<file path="config.mk">
export PLATFORM = sky130hd
export DESIGN_NAME = diag_irq_framer
export DESIGN_NICKNAME = d
export VERILOG_FILES = /design/src/diag_pkg.sv /design/src/cfg_checker.sv /design/src/diag_irq_framer.sv
export SDC_FILE = /design/constraint.sdc
export NUM_CORES = 1
export LEC_CHECK = 0
export ABC_AREA = 0
export BUFFER_PORTS_ARGS = -buffer_cell sky130_fd_sc_hd__buf_2
export CAP_MARGIN = 30
export CORE_UTILIZATION = 30
export DETAILED_ROUTE_END_ITERATION = 12
export SLEW_MARGIN = 10
export SYNTH_ARGS = -nofsm -noshare
export SYNTH_HDL_FRONTEND = slang
export SYNTH_SLANG_ARGS = --single-unit
export TNS_END_PERCENT = 1
</file>
<file path="constraint.sdc">
create_clock -name clk -period 5.8 [get_ports clk]
set_clock_uncertainty 0.2 [all_clocks]
set_input_delay 0.58 -clock clk [delete_from_list [all_inputs] [get_ports clk]]
set_output_delay 0.58 -clock clk [all_outputs]
set_load 0.02 [all_outputs]
</file>
<file path="src/diag_pkg.sv">
// package: constants for the slave diagnostic interrupt framer
package diag_pkg;
  // interrupt section layout, byte offsets from x
  localparam int HDR_LEN = 4; // header bytes x..x+3
  localparam int RI_SUPP_LEN = 5; // remove/insert supplement
  localparam int UPD_SUPP_LEN = 2; // update supplement
  localparam logic [3:0] RI_FRAME_LEN = 4'h9;
  localparam logic [3:0] UPD_FRAME_LEN = 4'h6;
  localparam logic [3:0] TYPE_BYTE_POS = 4'h1; // interrupt type byte x+1
  localparam logic [3:0] SUPP_POS = 4'h4; // first supplement byte x+4
  // interrupt type codes, values arbitrary
  localparam logic [7:0] ITYPE_REMOVE = 8'h03;
  localparam logic [7:0] ITYPE_INSERT = 8'h04;
  localparam logic [7:0] ITYPE_UPDATE = 8'h06;
  // header byte 0 length field is frame length
  // module kinds steering the identifier lookup
  localparam logic [3:0] KIND_RESERVE = 4'hD;
  localparam logic [3:0] KIND_REMOVED = 4'hE;
  localparam logic [3:0] KIND_CONFIG_IN_RUN = 4'hF; // config_in_run_reserve
  // slot range of id-related bits
  localparam int SLOT_FIRST = 4;
  localparam int SLOT_LAST = 35;
  localparam int SLOTS = 36;
  // module status codes
  localparam logic [1:0] MST_OK = 2'h0;
  localparam logic [1:0] MST_FAULT = 2'h1;
  localparam logic [1:0] MST_NONE = 2'h3;
  // state machine
  typedef enum logic [2:0] {
    ST_IDLE = 3'b001,
    ST_SEND = 3'b010,
    ST_DONE = 3'b100
  } fr_state_type;
endpackage

</file>
<file path="src/cfg_checker.sv">
// module: invalid configuration detection and slot status
`timescale 1ns/10ps
module cfg_checker
  import diag_pkg::*;
(
  input wire logic clk,
  input wire logic rst_n,
  input wire logic [SLOTS-1:0] slot_present, // module seen per slot
  input wire logic [SLOTS-1:0] slot_expected, // configured per slot
  input wire logic term_present, // terminating module seen
  input wire logic count_over, // module count above maximum
  input wire logic backplane_fault, // backplane bus fault
  input wire logic power_up, // one-cycle pulse after power cycle
  input wire logic allow_config_mismatch_operation,
  output logic cfg_invalid, // station failed
  output logic startup_ok, // data exchange may start
  output logic [SLOTS-1:0] id_diag, // id-related diagnostic bits
  output logic [2*SLOTS-1:0] mod_status // two bits per slot
);
  logic [SLOTS-1:0] missing;
  logic [6:0] miss_cnt;
  logic [5:0] fail_slot;
  logic bad_now;
  logic [SLOTS-1:0] id_nxt;
  logic [2*SLOTS-1:0] st_nxt;
  logic started_r;
  logic gap_at_pwr_r;

  assign missing = slot_expected & ~slot_present;

  // count gaps, find first failing slot
  always_comb begin
    miss_cnt = 7'h00;
    fail_slot = 6'h3F;
    for (int i = SLOTS-1; i >= 0; i--) begin
      if (missing[i]) begin
        miss_cnt = miss_cnt + 7'h01;
        fail_slot = 6'(i);
      end
    end
  end

  // mismatch setting deliberately not consulted here
  assign bad_now = (miss_cnt >= 7'h02) | ~term_present | count_over |
                   backplane_fault; // RL8 RL9

  // status images for an invalid station
  always_comb begin
    id_nxt = '0;
    st_nxt = '0;
    for (int i = 0; i < SLOTS; i++) begin
      if (bad_now && i >= SLOT_FIRST && i <= SLOT_LAST)
        id_nxt[i] = 1'b1; // RL11
      if (bad_now && 6'(i) < fail_slot)
        st_nxt[2*i +: 2] = MST_FAULT; // RL12
      else if (bad_now)
        st_nxt[2*i +: 2] = MST_NONE; // RL13
    end
  end

  // startup gate: any gap at power-up blocks until next power cycle
  always_ff @(posedge clk or negedge rst_n) begin
    if (!rst_n) begin
      gap_at_pwr_r <= 1'b0;
      started_r <= 1'b0;
    end else if (power_up) begin
      gap_at_pwr_r <= |missing; // RL10
      started_r <= ~(|missing) & ~bad_now;
    end else if (bad_now) begin
      started_r <= 1'b0;
    end
  end

  always_ff @(posedge clk or negedge rst_n) begin
    if (!rst_n) begin
      cfg_invalid <= 1'b0;
      id_diag <= '0;
      mod_status <= '0;
    end else begin
      cfg_invalid <= bad_now;
      id_diag <= id_nxt;
      mod_status <= st_nxt;
    end
  end

  // operation with a single gap only when mismatch allowed
  assign startup_ok = started_r & ~gap_at_pwr_r & ~cfg_invalid &
    (allow_config_mismatch_operation | ~(|missing));

  a_invalid_ids: assert property (@(posedge clk) disable iff (!rst_n) // RL11
    bad_now |=> cfg_invalid && id_diag[SLOT_FIRST] && id_diag[SLOT_LAST])
    else $error("id bits not set on invalid config");
  a_gap_blocks: assert property (@(posedge clk) disable iff (!rst_n) // RL10
    (power_up && |missing) |=> !startup_ok)
    else $error("startup with gap at power up");
  a_fail_any: assert property (@(posedge clk) disable iff (!rst_n) // RL8
    (backplane_fault || !term_present) |=> !startup_ok && cfg_invalid)
    else $error("station not failed");
endmodule

</file>
<file path="src/diag_irq_framer.sv">
// module: interrupt section framer for slave diagnostics
// Functional notes
// [RL1] remove/insert puts type identifier at x+4..x+8
// [RL2] byte x+1 tells removal from insertion
// [RL3] each module kind maps to fixed identifier
// [RL4] update interrupt on wrong parameter assignment
// [RL5] update interrupt on retentive data mismatch
// [RL6] update byte x+4 holds record index
// [RL7] update byte x+5 holds lost update count
// [RL8] failed station on listed invalid configurations
// [RL9] failure ignores mismatch operation setting
// [RL10] no startup with gaps after power cycle
// [RL11] invalid config sets id bits slots 4-35
// [RL12] slots before failing one report code 01
// [RL13] failing slot onward report code 11
// [RL14] remove/insert frame: 4 header, 5 supplement
// [RL15] update frame: 4 header, 2 supplement
// [RL16] header x..x+3, supplement follows gaplessly
`timescale 1ns/10ps
module diag_irq_framer
  import diag_pkg::*;
(
  input wire logic clk,
  input wire logic rst_n,
  input wire logic ri_event, // remove/insert pulse
  input wire logic ri_inserted, // 1 insert, 0 remove
  input wire logic [3:0] ri_kind, // module kind of the slot
  input wire logic [7:0] ri_slot, // slot of the event
  input wire logic param_wrong, // parameter assignment wrong
  input wire logic param_mismatch, // retentive data differs
  input wire logic [7:0] upd_index, // record index causing it
  input wire logic upd_lost, // pulse: update not delivered
  input wire logic [SLOTS-1:0] slot_present,
  input wire logic [SLOTS-1:0] slot_expected,
  input wire logic term_present,
  input wire logic count_over,
  input wire logic backplane_fault,
  input wire logic power_up,
  input wire logic allow_config_mismatch_operation,
  input wire logic byte_ready, // master takes byte
  output logic byte_valid, // byte on byte_data
  output logic [7:0] byte_data, // frame byte
  output logic [3:0] byte_pos, // offset from x
  output logic byte_last, // final byte of frame
  output logic busy, // frame in progress
  output logic cfg_invalid,
  output logic startup_ok,
  output logic [SLOTS-1:0] id_diag,
  output logic [2*SLOTS-1:0] mod_status
);
  ////////////////////////////////////////////////////////////////////
  // identifier lookup, values arbitrary
  function automatic logic [15:0] kind_id(input logic [3:0] k);
    logic [15:0] r;
    r = {12'hA10, k}; // ordinary kinds, arbitrary codes
    if (k == KIND_RESERVE) r = 16'hA1F0;
    if (k == KIND_REMOVED) r = 16'hA1F1;
    if (k == KIND_CONFIG_IN_RUN) r = 16'hA1F2;
    return r;
  endfunction

  fr_state_type state_r, state_nxt;
  logic [7:0] frame_r [0:8]; // assembled frame bytes
  logic [3:0] len_r; // frame length
  logic [3:0] pos_r, pos_nxt; // current byte
  logic upd_pend_r; // update interrupt owed
  logic upd_trig;
  logic [7:0] lost_r; // undelivered updates
  logic prev_upd_r; // edge detect of update cause
  logic start_ri, start_upd;
  logic [15:0] ident;

  ////////////////////////////////////////////////////////////////////
  // request decode and byte outputs
  assign upd_trig = (param_wrong | param_mismatch) & ~prev_upd_r; // RL4 RL5
  assign ident = kind_id(ri_kind); // RL3
  assign start_ri = (state_r == ST_IDLE) & ri_event;
  // remove/insert wins; update waits one frame
  assign start_upd = (state_r == ST_IDLE) & ~ri_event &
                     (upd_pend_r | upd_trig);
  assign byte_valid = (state_r == ST_SEND);
  assign busy = (state_r != ST_IDLE);
  assign byte_data = frame_r[pos_r];
  assign byte_pos = pos_r;
  assign byte_last = byte_valid & (pos_r == len_r - 4'h1);

  // next state: send bytes x.. in order, no gaps
  always_comb begin
    state_nxt = state_r;
    pos_nxt = pos_r;
    unique case (state_r)
      ST_IDLE: begin
        pos_nxt = 4'h0;
        if (start_ri | start_upd) state_nxt = ST_SEND;
      end
      ST_SEND: begin
        if (byte_ready) begin
          if (byte_last) state_nxt = ST_DONE;
          else pos_nxt = pos_r + 4'h1; // RL16
        end
      end
      ST_DONE: state_nxt = ST_IDLE;
    endcase
  end

  // state and byte position registers
  always_ff @(posedge clk or negedge rst_n) begin
    if (!rst_n) begin
      state_r <= ST_IDLE;
      pos_r <= 4'h0;
      prev_upd_r <= 1'b0;
    end else begin
      state_r <= state_nxt;
      pos_r <= pos_nxt;
      prev_upd_r <= param_wrong | param_mismatch;
    end
  end

  // pending update: clear on start wins over a set in the same cycle
  always_ff @(posedge clk or negedge rst_n) begin
    if (!rst_n) upd_pend_r <= 1'b0;
    else if (upd_trig & ~start_upd) upd_pend_r <= 1'b1;
    else if (start_upd) upd_pend_r <= 1'b0;
  end

  // lost update counter, reported then cleared; new loss kept
  always_ff @(posedge clk or negedge rst_n) begin
    if (!rst_n) lost_r <= 8'h00;
    else if (start_upd) lost_r <= {7'h00, upd_lost};
    else if (upd_lost && lost_r != 8'hFF) lost_r <= lost_r + 8'h01;
  end

  // frame assembly at start
  always_ff @(posedge clk or negedge rst_n) begin
    if (!rst_n) begin
      len_r <= 4'h0;
      for (int i = 0; i < 9; i++) frame_r[i] <= 8'h00;
    end else if (start_ri) begin
      len_r <= RI_FRAME_LEN; // RL14
      frame_r[0] <= {4'h0, RI_FRAME_LEN};
      frame_r[TYPE_BYTE_POS] <= // RL2
        ri_inserted ? ITYPE_INSERT : ITYPE_REMOVE;
      frame_r[2] <= ri_slot;
      frame_r[3] <= 8'h00;
      frame_r[4] <= 8'h00; // RL1
      frame_r[5] <= 8'h00;
      frame_r[6] <= 8'h00;
      frame_r[7] <= ident[15:8]; // RL1
      frame_r[8] <= ident[7:0];
    end else if (start_upd) begin
      len_r <= UPD_FRAME_LEN; // RL15
      frame_r[0] <= {4'h0, UPD_FRAME_LEN};
      frame_r[TYPE_BYTE_POS] <= ITYPE_UPDATE;
      frame_r[2] <= 8'h00;
      frame_r[3] <= 8'h00;
      frame_r[SUPP_POS] <= upd_index; // RL6
      frame_r[5] <= lost_r; // RL7
    end
  end

  ////////////////////////////////////////////////////////////////////
  cfg_checker u_cfg (
    .clk(clk),
    .rst_n(rst_n),
    .slot_present(slot_present),
    .slot_expected(slot_expected),
    .term_present(term_present),
    .count_over(count_over),
    .backplane_fault(backplane_fault),
    .power_up(power_up),
    .allow_config_mismatch_operation(allow_config_mismatch_operation),
    .cfg_invalid(cfg_invalid),
    .startup_ok(startup_ok),
    .id_diag(id_diag),
    .mod_status(mod_status)
  );

  ////////////////////////////////////////////////////////////////////
  // frame checks: lengths, contents and byte order
  a_ri_length: assert property (@(posedge clk) disable iff (!rst_n) // RL14
    start_ri |=> len_r == RI_FRAME_LEN) else $error("bad ri length");
  a_upd_length: assert property (@(posedge clk) disable iff (!rst_n) // RL15
    start_upd |=> len_r == UPD_FRAME_LEN) else $error("bad upd length");
  a_ri_type: assert property (@(posedge clk) disable iff (!rst_n) // RL2
    start_ri |=> frame_r[1] == ($past(ri_inserted) ? ITYPE_INSERT
    : ITYPE_REMOVE)) else $error("bad type byte");
  a_ri_ident: assert property (@(posedge clk) disable iff (!rst_n) // RL1
    start_ri |=> {frame_r[7], frame_r[8]} == $past(ident))
    else $error("bad identifier");
  a_ri_fill: assert property (@(posedge clk) disable iff (!rst_n) // RL1
    start_ri |=> frame_r[4] == 8'h00 && frame_r[5] == 8'h00 &&
    frame_r[6] == 8'h00) else $error("identifier field not padded");
  a_reserved_id: assert property (@(posedge clk) disable iff (!rst_n) // RL3
    (start_ri && ri_kind == KIND_RESERVE) |=>
    {frame_r[7], frame_r[8]} == 16'hA1F0) else $error("bad reserve id");
  a_upd_header: assert property (@(posedge clk) disable iff (!rst_n) // RL15
    start_upd |=> frame_r[0] == {4'h0, UPD_FRAME_LEN} &&
    frame_r[1] == ITYPE_UPDATE) else $error("bad update header");
  a_upd_index: assert property (@(posedge clk) disable iff (!rst_n) // RL6
    start_upd |=> frame_r[4] == $past(upd_index))
    else $error("bad record index");
  a_lost_count: assert property (@(posedge clk) disable iff (!rst_n) // RL7
    start_upd |=> frame_r[5] == $past(lost_r))
    else $error("bad lost count");
  a_lost_sat: assert property (@(posedge clk) disable iff (!rst_n) // RL7
    (lost_r == 8'hFF && !start_upd) |=> lost_r == 8'hFF)
    else $error("lost count wrapped");
  a_ri_start: assert property (@(posedge clk) disable iff (!rst_n) // RL16
    (start_ri || start_upd) |=> byte_valid && byte_pos == 4'h0)
    else $error("frame not started at x");
  a_byte_order: assert property (@(posedge clk) disable iff (!rst_n) // RL16
    (byte_valid && byte_ready && !byte_last) |=>
    byte_valid && pos_r == $past(pos_r) + 4'h1)
    else $error("gap in frame");
  a_hold_byte: assert property (@(posedge clk) disable iff (!rst_n) // RL16
    (byte_valid && !byte_ready) |=> byte_valid && $stable(pos_r))
    else $error("byte dropped before taken");
  a_frame_end: assert property (@(posedge clk) disable iff (!rst_n) // RL16
    (byte_valid && byte_ready && byte_last) |=> !byte_valid ##1 !busy)
    else $error("frame did not end");
  a_pend_kept: assert property (@(posedge clk) disable iff (!rst_n) // RL4
    (upd_trig && busy) |=> upd_pend_r) else $error("update lost");
  a_upd_served: assert property (@(posedge clk) disable iff (!rst_n) // RL4
    (upd_trig && state_r == ST_IDLE && !ri_event) |=> busy)
    else $error("update not sent");
endmodule

</file>
Yosys cells after proc, flatten, opt, wreduce, memory -nomap -nowiden --
Index checks and enable logic that the tools add are counted.
Storage, ports and cells: register bits 161, input bits 105, output and inout bits 125
Cells by class: $add $sub $neg 38, order comparisons 38, equality and inequality tests 13, multiplexer cells 134, bitwise logic cells 28, reduce and logical (&&, ||, !) cells 45
Operator list (count):
- 2-to-1 mux 7 bit | 35
- adder 7 x 1 -> 7 bit, second input constant | 34
- 2-to-1 mux 6 bit | 35
- less-than comparator 5 x 6 -> 1 bit, first input constant | 16
- 2-to-1 mux 48 bit | 2
- 2-to-1 mux 2 bit | 37
- 2-to-1 mux 8 bit | 7
- less-than comparator 4 x 6 -> 1 bit, first input constant | 8
- logical AND 1 bit | 37
- AND 36 bit | 1
- inverter 36 bit | 1
- OR reduction 36 bit | 1
- binary-select mux 8 bit (select 4 bit) | 1
- less-than comparator 3 x 6 -> 1 bit, first input constant | 4
- less-than comparator 6 bit, first input constant | 4
- 2-to-1 mux 4 bit | 4
- == test 4 bit, second input constant | 3
- less-than comparator 1 x 6 -> 1 bit, first input constant | 2
- less-than comparator 2 x 6 -> 1 bit, first input constant | 2
- 2-to-1 mux 3 bit | 4
- AND 1 bit | 10
- nonzero test 2 bit | 5
- case mux 3 bit (3 select lines) | 1
- adder 8 x 1 -> 8 bit, second input constant | 1
- other kinds (20) | 41

Longest topological paths before layout --
word-level depth 80, depth in mapped cells 105, depth with buffers taken out 102

Cells and area by module --
A second synthesis with hierarchy kept.
Second synthesis, totals: cell total of the unflattened synthesis 1395, area, all modules 10900.5 µm²
Modules (own cells, without submodules):
- cfg_checker | times used 1, cells an instance 1096, area each 8211.6 µm²
- diag_irq_framer | times used 1, cells an instance 299, area each 2688.8 µm²

Worst setup path after synthesis --
No wires, ideal clock.
path kind in2reg, start point input slot_present[35], end point register u_cfg.mod_status[15], setup time 0.143 ns, arrival 18.112 ns, path slack -12.656 ns, stages 103, path buffers 3, cells stage by stage nand2b_1 ha_1 buf_2 xnor2_1 ha_1 nor2_1 nor2_1 xnor2_1 mux2_2 ha_1 and3b_1 a31oi_1 o31ai_1 xnor2_1 nand2_1 nand2_1 ha_1 a2bb2oi_1 (+67 left out) ha_1 nor2_1 nor2_1 ha_1 mux2_2 ha_1 nand2_1 or3b_1 nand2b_1 nand3b_1 mux2i_1 a211oi_2 xnor2_1 or3_1 a211oi_2 buf_4 buf_6 nor2_1
On the way: word-level cells in the longest chain between the ends 79, elaborated cells on any way between the ends 117
RTL lines:
- from (decl) | RTL line diag_irq_framer.sv:33 | input wire logic [SLOTS-1:0] slot_present,
- inverter 36 bit (*) | RTL line cfg_checker.sv:29 | assign missing = slot_expected & ~slot_present;
- AND 36 bit (*) | RTL line cfg_checker.sv:29
- 2-to-1 mux 1 bit | RTL line cfg_checker.sv:36 | if (missing[i]) begin
- adder 1 x 1 -> 2 bit | RTL line cfg_checker.sv:37 | miss_cnt = miss_cnt + 7'h01;
- 2-to-1 mux 7 bit | RTL line cfg_checker.sv:36
- adder 7 x 1 -> 7 bit | RTL line cfg_checker.sv:37
- 2-to-1 mux 7 bit | RTL line cfg_checker.sv:36
- adder 7 x 1 -> 7 bit | RTL line cfg_checker.sv:37
- (+62 left out)
- 2-to-1 mux 7 bit | RTL line cfg_checker.sv:36
- adder 7 x 1 -> 7 bit | RTL line cfg_checker.sv:37
- 2-to-1 mux 7 bit | RTL line cfg_checker.sv:36
- greater-or-equal comparator 7 x 2 -> 1 bit | RTL line cfg_checker.sv:44 | assign bad_now = (miss_cnt >= 7'h02) | ~term_present | count_over |
- bitwise OR 1 bit (3 in series) | RTL line cfg_checker.sv:44
- 2-to-1 mux 2 bit or logical AND 1 bit (tied branches) | RTL line cfg_checker.sv:56, cfg_checker.sv:54
- 2-to-1 mux 2 bit (*) | RTL line cfg_checker.sv:54 | if (bad_now && 6'(i) < fail_slot)
- via u_cfg.st_nxt[15] | RTL line cfg_checker.sv:25 | logic [2*SLOTS-1:0] st_nxt;
- to (signal assigned) | RTL line cfg_checker.sv:82 | mod_status <= st_nxt;
- to (decl) | RTL line cfg_checker.sv:18 | output logic [2*SLOTS-1:0] mod_status
Mark *: on every way through the listed nets, which the timed path passes. The rest lies on a longest branch. A chain may end at the register's enable or synchronous reset.

Final worst setup path --
start point input slot_present[35], end point register u_cfg.started_r
On the way: word-level cells in the longest chain between the ends 80, elaborated cells on any way between the ends 83
RTL lines:
- inverter 36 bit (*) | RTL line cfg_checker.sv:29
- AND 36 bit (*) | RTL line cfg_checker.sv:29
- 2-to-1 mux 1 bit | RTL line cfg_checker.sv:36
- adder 1 x 1 -> 2 bit | RTL line cfg_checker.sv:37
- 2-to-1 mux 7 bit | RTL line cfg_checker.sv:36
- adder 7 x 1 -> 7 bit | RTL line cfg_checker.sv:37
- 2-to-1 mux 7 bit | RTL line cfg_checker.sv:36
- adder 7 x 1 -> 7 bit | RTL line cfg_checker.sv:37
- (+62 left out)
- 2-to-1 mux 7 bit | RTL line cfg_checker.sv:36
- adder 7 x 1 -> 7 bit | RTL line cfg_checker.sv:37
- 2-to-1 mux 7 bit | RTL line cfg_checker.sv:36
- greater-or-equal comparator 7 x 2 -> 1 bit | RTL line cfg_checker.sv:44
- bitwise OR 1 bit (3 in series) | RTL line cfg_checker.sv:44
- inverter 1 bit | RTL line cfg_checker.sv:68 | started_r <= ~(|missing) & ~bad_now;
- AND 1 bit | RTL line cfg_checker.sv:68
- 2-to-1 mux 1 bit | RTL line cfg_checker.sv:66 | end else if (power_up) begin
- to (signal assigned) | RTL line cfg_checker.sv:68
- to (decl) | RTL line cfg_checker.sv:26 | logic started_r;
Mark *: on every way between the ends. The rest lies on a longest branch, timed or not.

==> results.py <==
metrics = {
    "power": {
        "cellPowerDensity_mw_per_mm2": 673,
        "power.switching_mw": 4.70,
        "ir_worst_vdd_uv": 516,
        "combPwrFrac_pct": 86.6,
        "switching_share_pct": 43.3,
        "leakagePower_nw": 7.17,
        "internal-power_mw": 6.14,
        "seq_power_share_pct": 8.0,
        "clkPwrFrac_pct": 5.4,
    },
    "grt": {
        "globalRouteOverflowTotal": 0,
        "grt_use_total_pct": 17.5,
        "antenna_found_initial": 0,
        "grt_first_pass_wirelength_um": 55400,
        "grt_pass1_vias": 11300,
        "grt_max_degree": 71,
    },
    "outcome": {
        "violations": "setup timing",
        "outcome": "complete, but fails checks",
    },
    "critical_path": {
        "cp-end-kind": "flop",
        "r2r_start": "byte_pos[0]$_DFFE_PN0P_",
        "cp_slowest_cell": "or3b_4",
        "arrival_ps": 17180,
        "cp-start-kind": "input port",
        "criticalPathCategory": "input port to flop",
        "cp_max_fo": 19,
        "slowest_delay_ps": 400,
        "path_common_cell": "ha_1",
        "critPathRequiredTime_ps": 5870,
        "crit_start": "slot_present[35]",
    },
    "final_layout": {
        "diodes": 0,
        "fin_util_pct": 43.7,
        "drive_above_1_share_pct": 39.0,
        "final_net_count": 2115,
        "area_growth_pct": 42.2,
        "nFillCells": 3648,
    },
    "routing": {
        "dr.first_iter.drc_count": 619,
        "wirelength_um": 34200,
        "firstDrtPassIters": 5,
        "via_count": 11900,
        "drt-vias-per-instance": 4.78,
        "wl_per_cell_um": 13.8,
        "drc": 0,
        "antenna_left": 0,
    },
    "sta": {
        "hold_violations": 0,
        "grt_setup_unrepaired": "yes",
        "slew_headroom_pct": 42.0,
        "worst_slack_ps": -11320,
        "worst_slew_pin_slew_ps": 870,
        "fin_setup_tns_ps": -428910,
        "max_freq_mhz": 58.4,
        "slew_viol_final": 0,
        "finalSetupViolations": 38,
        "min_period_over_period_pct": 295,
        "period_needed_ps": 17120,
    },
    "clock_tree": {
        "cts_max_level": 3,
        "clk_pin_slew_worst_paths_ps": 70,
        "cts_root_buf": "clkbuf_16",
        "cts_tree": "yes",
        "clockBufferDepth": 2,
        "clkLatencyLatePin_ps": 340,
        "cts_sinks": 91,
        "cts_buffers": 9,
    },
    "floorplan": {
        "core_area_mm2": 0.0369,
        "start_util_pct": 30.7,
        "die_h_um": 196,
        "die_w_um": 196,
        "ios": 230,
        "die-area_mm2": 0.0386,
        "num_rows": 70,
    },
    "synthesis": {
        "synth_cell_type_count": 95,
        "syn_inst": 1455,
        "synth-edff-count": 0,
        "async_reset_ff_share_pct": 100,
        "synthFlopType": "dfrtp_1",
        "syn_area_mm2": 0.0113,
        "ys_seq_area_share_pct": 20.1,
        "ys_seq_elements": 91,
        "syn-mean-instance-area_um2": 7.79,
        "yosysWarnings": 0,
    },
    "hold_path": {
        "worstHoldStart": "ri_slot[4]",
        "hold_path_class": "input port to flop",
    },
    "run": {
        "drv_cap": 0,
    },
    "place": {
        "dp_hpwl_um": 28400,
        "gp_congestion": 0.881,
        "portBuffers": 225,
    },
}
[area by class of cell]
class,count,area (um2),area share [%]
sequential,91,2280,14.1
tap,504,631,3.91
clock inverter,7,73.8,0.458
clock buffer,9,225,1.40
multi-input combinational,1213,8570,53.2
inverter,26,97.6,0.606
timing repair buffer,630,4240,26.3
[path summary, 6_finish.rpt]
check | endpoint | slack (ps) | depth (start not counted)
worst min-delay path | frame_r[52]$_DFFE_PN0P_ | 240 | 3
worst max-delay path | u_cfg.started_r$_DFFE_PN0P_ | -11320 | 104
max in group asynchronous | state_r[0]$_DFFE_PN1P_ | 4000 | 4
worst min register to register | state_r[0]$_DFFE_PN1P_ | 260 | 1
min in group asynchronous | u_cfg.mod_status[65]$_DFF_PN0_ | 570 | 2
worst max register to register | byte_pos[3]$_DFFE_PN0P_ | 2950 | 7
[worst max-delay path: cells and delay by family]
family	cells	cell delay, ps
buf+inv	5	590
simple gates	32	4380
xor+xnor	13	1940
fa+ha+maj	18	4690
mux	4	880
compound gates	32	4120
[registers in the layout (all words and copies together), names as in the netlist, 2 cells and up]
register and count:
byte_pos 4, frame_r 33, len_r 2, lost_r 8, state_r 3, u_cfg.mod_status 37
[kinds of logic (layout without fill, tap and decap cells)]
| family | Yosys count | after routing | synth area share (%) |
|---|---|---|---|
| buffers and inverters | 154 | 672 | 7.71 |
| adder cells (fa/ha/maj) | 39 | 39 | 4.31 |
| other | 1 | 4 | 0.0331 |
| multiplexers | 29 | 29 | 2.86 |
| AND/OR/NAND/NOR | 619 | 619 | 26.8 |
| flip-flops | 91 | 91 | 20.1 |
| AO/OA/AOI/OAI | 322 | 322 | 18.0 |
| XOR/XNOR | 200 | 200 | 20.2 |
[power groups by stage]
stage / Sequential (mW) / Clock, mW / Combinational (mW)
5_1_grt: 0.884 / 0.624 / 10.3
3_5_place_dp: 0.878 / 0 / 9.02
3_3_place_gp: 0.880 / 0 / 8.86
6_report: 0.872 / 0.583 / 9.38
4_1_cts: 0.867 / 0.598 / 9.16
2_1_floorplan: 0.847 / 0 / 5.59
[layer usage]
| layer | vias up | wire, um | global-route usage (%) |
|---|---|---|---|
| met5 | - | 0 | 0 |
| met4 | 0 | 930 | 4.95 |
| met3 | 37 | 1630 | 2.10 |
| met2 | 321 | 16100 | 30.8 |
| met1 | 5451 | 15600 | 22.3 |
| li1 | 6047 | - | - |
[cell usage after synthesis (9+ instances only)]
cell	count	area, um2
nand2_1	193	724
nor2_1	143	537
xnor2_1	111	972
o21ai_0	101	505
dfrtp_1	90	2250
a21oi_1	86	430
buf_4	73	548
nor2b_1	47	294
xor2_1	47	412
nand2b_1	45	282
nand3_1	43	215
clkbuf_1	42	158
ha_1	39	488
nor3_1	38	190
inv_1	25	93.8
mux2i_1	20	200
nand4_1	15	93.8
xnor3_1	15	338
o31ai_1	14	105
a31oi_1	13	81.3
a211oi_1	12	90.1
a21o_1	11	82.6
nand3b_1	11	82.6
nor3b_1	11	82.6
xnor2_2	11	179
and2_1	10	62.6
nor4_1	10	62.6
o22ai_1	10	62.6
or2_2	9	56.3
or3_1	9	56.3
[cell usage in the layout (no fill, tap or decap), drive strengths merged, types with 6 or more instances in the layout]
cell	instances
nand4	15
ha	39
nor3	39
mux2	7
nor4b	8
a21oi	86
inv	28
nand2b	45
buf	629
or2	9
nand3b	11
nor3b	11
a211oi	15
xor2	52
o22ai	11
and3	8
nor2	143
xnor3	18
xnor2	128
o31ai	14
dfrtp	90
and2	12
o211ai	6
clkbuf	9
nand2	193
a31oi	14
nor2b	47
o21ai	103
or3	9
nor4	10
a21o	11
nand3	43
mux2i	21
[through the flow]
stage	instance area [um2]	hold WS, ps	setup slack [ps]	power (mW)	cells
floorplan	11600	84.4	-11220	6.43	1458
global placement	15500	232	-11350	9.74	2448
detailed placement	15500	235	-11800	9.89	2449
CTS	15900	235	-11420	10.6	2472
global route	16100	243	-12440	11.8	2480
finish	16100	243	-11320	10.8	2480
[what timing repair did]
item,CTS,global route
gates resized for setup,7,20
setup endpoints to repair,38,38
hold buffers,1,0
pin swaps,13,28
setup buffers,5,7
endpoints found under the hold margin,22,0
gates cloned,1,0
Note: power is estimated with default switching activity, not from simulation.
